**config.mk**
```make
export PLATFORM = sky130hd
export DESIGN_NAME = pml_limiter
export DESIGN_NICKNAME = d
export VERILOG_FILES = /design/src/common/pml_pkg.sv /design/src/hdl/pml_bounds.sv /design/src/hdl/pml_limiter.sv
export VERILOG_INCLUDE_DIRS = /design/src /design/src/common
export SDC_FILE = /design/constraint.sdc
export NUM_CORES = 1
export LEC_CHECK = 0
export ABC_AREA = 1
export BUFFER_PORTS_ARGS = -buffer_cell sky130_fd_sc_hd__buf_2
export CAP_MARGIN = 20
export CORE_ASPECT_RATIO = 0.6
export CORE_MARGIN = 2
export CORE_UTILIZATION = 30
export CTS_CLUSTER_DIAMETER = 50
export DETAILED_ROUTE_END_ITERATION = 10
export GPL_TIMING_DRIVEN = 0
export PLACE_DENSITY_LB_ADDON = 0.25
export SLEW_MARGIN = 20
export SYNTH_ARGS = -nofsm -noshare
export SYNTH_HDL_FRONTEND = slang
export SYNTH_SLANG_ARGS = --single-unit
```
**constraint.sdc**
```tcl
create_clock -name mclk_i -period 3.19 [get_ports mclk_i]
set_clock_uncertainty 0.1 [all_clocks]
set_input_delay 0.1595 -clock mclk_i [delete_from_list [all_inputs] [get_ports mclk_i]]
set_output_delay 0.1595 -clock mclk_i [all_outputs]
set_load 0.03 [all_outputs]
```
**src/common/pml_defines.svh**
```systemverilog
/*
 * constants of the modulation limiter: register address, field positions,
 * reset value, nominal duty and bound offsets.
 * assumes: duty is counted in 1/256 of the switching period (256 = 100%).
 */
`ifndef PML_DEFINES_SVH
`define PML_DEFINES_SVH

// register address and layout
`define PML_CFG_ADDR 8'h2E
`define PML_CFG_RESET 8'h00
`define PML_CFG_WMASK 8'hF7
`define PML_BIT_BRIDGE 7
`define PML_HI_MSB 6
`define PML_HI_LSB 4
`define PML_BIT_SKIP 2
`define PML_LO_MSB 1
`define PML_LO_LSB 0

// duty scale: nominal duty is half the period
`define PML_NOMINAL 9'h080
`define PML_DUTY_ZERO 9'h000

// upper offsets, 1/256 period: 12.5 25 31.25 37.5 43.75 46.88 48.44 50 %
`define PML_HI_OFS_0 9'h020
`define PML_HI_OFS_1 9'h040
`define PML_HI_OFS_2 9'h050
`define PML_HI_OFS_3 9'h060
`define PML_HI_OFS_4 9'h070
`define PML_HI_OFS_5 9'h078
`define PML_HI_OFS_6 9'h07C
`define PML_HI_OFS_7 9'h080

// lower offsets, 1/256 period: 50 48.44 46.88 43.75 %
`define PML_LO_OFS_0 9'h080
`define PML_LO_OFS_1 9'h07C
`define PML_LO_OFS_2 9'h078
`define PML_LO_OFS_3 9'h070

`endif

```
**src/common/pml_pkg.sv**
```systemverilog
/*
 * types of the modulation limiter.
 * assumes: included constants live in pml_defines.svh.
 */
package pml_pkg;

    typedef logic [8:0] pml_duty_type;
    typedef logic [7:0] pml_byte_type;

    typedef enum logic {
        PML_SINGLE,
        PML_BRIDGE
    } pml_mode_type;

endpackage

```
**src/hdl/pml_bounds.sv**
```systemverilog
/*
 * upper and lower duty bounds from the limit codes and the bridge mode.
 * assumes: combinational leaf, codes come from the config register.
 */
`timescale 1ns/10ps
`default_nettype none
`include "pml_defines.svh"

module pml_bounds
    import pml_pkg::*;
(
    input wire logic [2:0] hi_code_i,
    input wire logic [1:0] lo_code_i,
    input wire pml_mode_type mode_i,
    output pml_duty_type hi_bound_o,
    output pml_duty_type lo_bound_o
);

    ////////////////////////////////////////////////////////////////////////
    // offset tables

    function automatic pml_duty_type hi_offset(input logic [2:0] code);
        unique case (code)
            3'h0: hi_offset = `PML_HI_OFS_0;
            3'h1: hi_offset = `PML_HI_OFS_1;
            3'h2: hi_offset = `PML_HI_OFS_2;
            3'h3: hi_offset = `PML_HI_OFS_3;
            3'h4: hi_offset = `PML_HI_OFS_4;
            3'h5: hi_offset = `PML_HI_OFS_5;
            3'h6: hi_offset = `PML_HI_OFS_6;
            3'h7: hi_offset = `PML_HI_OFS_7;
        endcase
    endfunction

    function automatic pml_duty_type lo_offset(input logic [1:0] code);
        unique case (code)
            2'h0: lo_offset = `PML_LO_OFS_0;
            2'h1: lo_offset = `PML_LO_OFS_1;
            2'h2: lo_offset = `PML_LO_OFS_2;
            2'h3: lo_offset = `PML_LO_OFS_3;
        endcase
    endfunction

    function automatic pml_duty_type scale(input pml_duty_type ofs,
                                           input pml_mode_type mode);
        scale = (mode == PML_BRIDGE) ? (ofs >> 1) : ofs;
    endfunction

    ////////////////////////////////////////////////////////////////////////
    // bounds

    always_comb begin
        hi_bound_o = `PML_NOMINAL + scale(hi_offset(hi_code_i), mode_i);
        lo_bound_o = `PML_NOMINAL - scale(lo_offset(lo_code_i), mode_i);
    end

endmodule
`default_nettype wire

```
**src/hdl/pml_limiter.sv**
```systemverilog
/*
 * modulation limiter: config register plus per-channel duty clamping,
 * bridge sharing and pulse skipping.
 * assumes: register port and duty input come from logic on mclk_i;
 * duty_i is in 1/256 of the period, at most 256.
 */
//
// Overview of operation
// - bit 7 selects full-bridge bound handling
// - bridge splits duty over two outputs, A taking the extra count when odd
// - bridge halves every upper and lower bound offset from nominal
// - bits 6:4 pick upper bound above nominal
// - bits 1:0 pick lower bound below nominal
// - bit 2 enables pulse skipping mode
// - skipping drops pulses below lower bound
`timescale 1ns/10ps
`default_nettype none
`include "pml_defines.svh"

module pml_limiter
    import pml_pkg::*;
(
    input wire logic mclk_i,
    input wire logic rst_i,
    input wire logic [7:0] reg_addr_i,
    input wire logic reg_wr_i,
    input wire logic reg_rd_i,
    input wire logic [7:0] reg_wdata_i,
    output logic [7:0] reg_rdata_o,
    output logic reg_ack_o,
    input wire logic [8:0] duty_i,
    input wire logic duty_valid_i,
    output logic [8:0] duty_a_o,
    output logic [8:0] duty_b_o,
    output logic skip_a_o,
    output logic skip_b_o,
    output logic clamped_o,
    output logic duty_valid_o,
    output logic bridge_o
);

    ////////////////////////////////////////////////////////////////////////
    // config register

    pml_byte_type cfg_d;
    pml_byte_type cfg_q;
    pml_byte_type rdata_d;
    pml_byte_type rdata_q;
    logic ack_d;
    logic ack_q;
    logic hit;

    always_comb begin
        hit = (reg_addr_i == `PML_CFG_ADDR);
        cfg_d = cfg_q;
        if (reg_wr_i && hit) begin
            cfg_d = reg_wdata_i & `PML_CFG_WMASK;
        end
        rdata_d = rdata_q;
        if (reg_rd_i) begin
            rdata_d = hit ? cfg_q : 8'h00;
        end
        ack_d = reg_rd_i | reg_wr_i;
    end

    always_ff @(posedge mclk_i or posedge rst_i) begin
        if (rst_i) begin
            cfg_q <= `PML_CFG_RESET;
            rdata_q <= 8'h00;
            ack_q <= 1'b0;
        end else begin
            cfg_q <= cfg_d;
            rdata_q <= rdata_d;
            ack_q <= ack_d;
        end
    end

    ////////////////////////////////////////////////////////////////////////
    // field decode and bounds

    pml_mode_type mode;
    logic skip_en;
    pml_duty_type hi_bound;
    pml_duty_type lo_bound;

    always_comb begin
        mode = cfg_q[`PML_BIT_BRIDGE] ? PML_BRIDGE : PML_SINGLE;
        skip_en = cfg_q[`PML_BIT_SKIP];
    end

    pml_bounds u_bounds (
        .hi_code_i(cfg_q[`PML_HI_MSB:`PML_HI_LSB]),
        .lo_code_i(cfg_q[`PML_LO_MSB:`PML_LO_LSB]),
        .mode_i(mode),
        .hi_bound_o(hi_bound),
        .lo_bound_o(lo_bound)
    );

    ////////////////////////////////////////////////////////////////////////
    // demand per channel

    pml_duty_type demand [2];
    logic active [2];

    always_comb begin
        unique case (mode)
            PML_BRIDGE: begin
                demand[0] = pml_duty_type'((10'(duty_i) + 10'h001) >> 1);
                demand[1] = duty_i >> 1;
                active[0] = 1'b1;
                active[1] = 1'b1;
            end
            PML_SINGLE: begin
                demand[0] = duty_i;
                demand[1] = `PML_DUTY_ZERO;
                active[0] = 1'b1;
                active[1] = 1'b0;
            end
        endcase
    end

    ////////////////////////////////////////////////////////////////////////
    // per-channel limiting

    typedef struct packed {
        logic [8:0] duty;
        logic skip;
        logic clamp;
    } pml_lim_type;

    function automatic pml_lim_type limit(input pml_duty_type want,
                                          input pml_duty_type lo,
                                          input pml_duty_type hi,
                                          input logic skip_on);
        pml_lim_type res;
        res.duty = want;
        res.skip = 1'b0;
        res.clamp = 1'b0;
        if (want < lo) begin
            if (skip_on) begin
                res.duty = `PML_DUTY_ZERO;
                res.skip = 1'b1;
            end else begin
                res.duty = lo;
                res.clamp = 1'b1;
            end
        end else if (want > hi) begin
            res.duty = hi;
            res.clamp = 1'b1;
        end
        limit = res;
    endfunction

    pml_duty_type chan_duty_d [2];
    pml_duty_type chan_duty_q [2];
    logic chan_skip_d [2];
    logic chan_skip_q [2];
    logic chan_clamp_d [2];
    logic chan_clamp_q [2];

    genvar ch;
    generate
        for (ch = 0; ch < 2; ch++) begin : g_chan
            pml_lim_type lim;

            always_comb begin
                lim = limit(demand[ch], lo_bound, hi_bound, skip_en);
                chan_duty_d[ch] = chan_duty_q[ch];
                chan_skip_d[ch] = chan_skip_q[ch];
                chan_clamp_d[ch] = chan_clamp_q[ch];
                if (duty_valid_i) begin
                    if (active[ch]) begin
                        chan_duty_d[ch] = lim.duty;
                        chan_skip_d[ch] = lim.skip;
                        chan_clamp_d[ch] = lim.clamp;
                    end else begin
                        chan_duty_d[ch] = `PML_DUTY_ZERO;
                        chan_skip_d[ch] = 1'b0;
                        chan_clamp_d[ch] = 1'b0;
                    end
                end
            end

            always_ff @(posedge mclk_i or posedge rst_i) begin
                if (rst_i) begin
                    chan_duty_q[ch] <= `PML_DUTY_ZERO;
                    chan_skip_q[ch] <= 1'b0;
                    chan_clamp_q[ch] <= 1'b0;
                end else begin
                    chan_duty_q[ch] <= chan_duty_d[ch];
                    chan_skip_q[ch] <= chan_skip_d[ch];
                    chan_clamp_q[ch] <= chan_clamp_d[ch];
                end
            end
        end
    endgenerate

    ////////////////////////////////////////////////////////////////////////
    // output strobe and mode

    logic valid_d;
    logic valid_q;
    logic bridge_d;
    logic bridge_q;

    always_comb begin
        valid_d = duty_valid_i;
        bridge_d = bridge_q;
        if (duty_valid_i) begin
            bridge_d = (mode == PML_BRIDGE);
        end
    end

    always_ff @(posedge mclk_i or posedge rst_i) begin
        if (rst_i) begin
            valid_q <= 1'b0;
            bridge_q <= 1'b0;
        end else begin
            valid_q <= valid_d;
            bridge_q <= bridge_d;
        end
    end

    ////////////////////////////////////////////////////////////////////////
    // outputs

    assign reg_rdata_o = rdata_q;
    assign reg_ack_o = ack_q;
    assign duty_a_o = chan_duty_q[0];
    assign duty_b_o = chan_duty_q[1];
    assign skip_a_o = chan_skip_q[0];
    assign skip_b_o = chan_skip_q[1];
    assign clamped_o = chan_clamp_q[0] | chan_clamp_q[1];
    assign duty_valid_o = valid_q;
    assign bridge_o = bridge_q;

endmodule
`default_nettype wire

```
==> run metrics <==
register area share after synthesis 30.76%; starting density of the core 30.47%; dpl ws -0.3724 ns; Max FO, Critical Path 11; DP HPWL slightly above 8000 um; remaining global-route overflow 0; CP Capture Type flip-flop; PD cells roughly 460 mW/mm^2; CTS tree built; area grow syn2layout 26.14%; RSZ-0062 raised after global routing true; Lkg Pwr 2.238 nW; yosys warns 0; number of DRC markers in iteration 0 261; commonest non-fill, non-tap cells in the layout nand2_1, buf_2, inv_1, nand3_1, dfrtp_1; Multi-input gate area between 0.0015 and 0.002 sq mm; Util after Layout 38.44%; clock latency on the worst-skew pair about 0.3 ns; Worst Tran Pin Value about 0.60 ns; Peak VDD IR between 200 and 250 uV; cell mode on critical path nand2_1; GPL Wtd Cong between 0.9 and 1; Setup violations, final 0; Syn Inst Count 456; TNS Setup 0 ns; Clock Root Buffer clkbuf_16; IO Count 62; CP Launch Type flip-flop; Syn Std Cell Area 0.003173 sq mm; WL/cell 14.77 um; standard-cell rows 29; CTS Buffer Depth 2; most common cell after layout, fill and taps aside nand2_1; share of cells above drive strength 1 22.51%; largest net degree at the start of global routing 27; nets between 500 and 600; fin crit period between 3 and 4 ns; maxcap violations 0; number of synthesized flops with an enable pin 0; hold_ws -0.0003739 ns; Final ANT Viol Nets 0; CP cell instances inv_2, buf_4, nand2_1, o21ai_1, ha_2, nand2_1, xor2_2, ha_1, nand2_1, nor2_1, a211oi_2, nand2_2, buf_4, nor2_1, nor2_1, nand2_1, nand2_1; CP required 3.27 ns; GRT Total Usage 18.14%; Mapped Avg Cell Area 6.958 sq um; Via density 4.827; total power roughly 1.8 mW; Syn Nets 516; Die Width ~140 um; failing checks hold timing; I/O Buffers 59; Peak Freq 331.6 MHz; WP data arrival 3.10 ns; initial antenna violation count 0; type of the worst setup path flip-flop to flip-flop; fillers 1109; register area roughly 1000 sq um; #FFs+latches synth 39; Main synth FF type dfrtp_1; clock slew at reported path FFs ~0.070 ns; Unique masters post-synth 38; H-tree Lvls 2; delay of the slowest critical-path stage 0.40 ns; first-pass GRT wire length 15920 um; DRC 0; Slew HR 60.26%; CTS buffer count 5; Core Region 0.01041 sq mm; # diodes 0; endpoints failing hold 1; clock net sink count 39; vias in the first global route 3096; Tcrit/Tclk final 94.53%; Die Footprint approximately 0.011 sq mm; die height 83.66 um; Buf/Inv on CP 3; DRT Pass-1 Iters 4; final max-slew violation count 0; Worst Setup Slack, final 0.1744 ns; async set-reset flop share out of synthesis 100.0%; CP delay by family, top simple AND/OR/NAND/NOR gates; Worst Hold Class primary input to flip-flop; Post-Route WL between 9000 and 10000 um; slowest CP cell dfrtp_1; status finished with violations; vias 3244
repair_timing:
item,CTS,global route
pin swaps,0,2
resized for setup,9,20
hold buffers,9,0
buffers inserted,0,1
endpoints found under the hold margin,20,0
endpoints found under the setup margin,19,19
stage by stage:
step / cell area, sq um / instances
3_5_place_dp: 3662 / 655
4_1_cts: 3950 / 672
2_1_floorplan: 3173 / 456
6_report: 4003 / 672
3_3_place_gp: 3642 / 654
5_1_grt: 4003 / 672
synth_stat cells (2+ instances only):
master / number / area share [%]
inv_2: 2 / 0.24
nand2_4: 4 / 1.4
nand2_2: 9 / 1.8
nand3_1: 45 / 7.1
a211oi_1: 2 / 0.47
buf_2: 3 / 0.47
o31ai_1: 6 / 1.4
nor3_1: 2 / 0.32
clkbuf_1: 6 / 0.71
o21ai_0: 24 / 3.8
o21ai_1: 3 / 0.47
nand2_1: 142 / 17
dfrtp_1: 39 / 31
mux2_2: 7 / 2.5
buf_4: 2 / 0.47
o21ai_2: 2 / 0.55
xnor2_1: 2 / 0.55
a21oi_1: 12 / 1.9
nor2_1: 30 / 3.5
ha_1: 30 / 12
buf_6: 2 / 0.71
xor2_1: 4 / 1.1
nand4_1: 4 / 0.79
inv_1: 60 / 7.1
worst reg2reg max path, stage by stage (launching register included):
cell      delay, ns
dfrtp_1        0.40
inv_2          0.19
buf_4          0.24
nand2_1        0.06
o21ai_1        0.09
ha_2           0.23
nand2_1        0.09
xor2_2         0.16
ha_1           0.29
nand2_1        0.07
nor2_1         0.06
a211oi_2       0.29
nand2_2        0.15
buf_4          0.20
nor2_1         0.09
nor2_1         0.05
nand2_1        0.07
nand2_1        0.06
kinds of logic after synthesis:
| group | Yosys count | share of synthesized area (%) |
|---|---|---|
| multiplexers | 7 | 2.484 |
| AND/OR/NAND/NOR | 243 | 33.56 |
| other | 1 | 0.1182 |
| AO/OA/AOI/OAI | 54 | 9.780 |
| XOR/XNOR | 6 | 1.656 |
| flip-flops | 39 | 30.76 |
| buffers and inverters | 76 | 9.818 |
| adder cells (fa/ha/maj) | 30 | 11.83 |
cell type report:
class | count | area share, %
Timing Repair Buffer | 70 | 10.32
Sequential cell | 39 | 24.41
Clock inverter | 2 | 0.8753
Multi-Input combinational cell | 341 | 48.70
Tap cell | 139 | 4.345
Clock buffer | 6 | 3.470
Buffer | 12 | 1.969
Inverter | 63 | 5.908
report_power, final:
group          internal [mW]  switching (mW)  leakage, nW
clock                  0.390           0.228       0.0868
sequential             0.538          0.0228        0.518
combinational          0.222           0.437         1.63
total                   1.15           0.687         2.24
worst paths after layout:
kind	start	depth (start not counted)	to	slack [ns]
min	reg_wdata_i[7]	2	cfg_q[7]	-0.0004
max in group asynchronous	rst_i	4	duty_b_o[1]	2.26
min reg2reg	bridge_o	2	bridge_o	0.37
max reg2reg	cfg_q[7]	17	duty_a_o[6]	0.17
max	cfg_q[7]	17	duty_a_o[6]	0.17
min in group asynchronous	rst_i	3	reg_rdata_o[5]	0.27
flip-flops by register name, indices dropped and copies added, names as in the netlist:
signal and count:
chan_clamp_q 2, reg_rdata_o 7, skip_b_o 1, cfg_q 7
duty_valid_o 1, reg_ack_o 1, bridge_o 1, duty_a_o 9
duty_b_o 9, skip_a_o 1
layer usage:
metal  vias up  routed length (um)  GRT usage (%)
met2       107                3897          24.68
met1      1514                5247          29.01
met3        10                 694          2.975
met4         0                  88          4.592
li1       1613                   -              -
met5         -                   0              0
No activity file was read; power rests on OpenSTA's default activity.
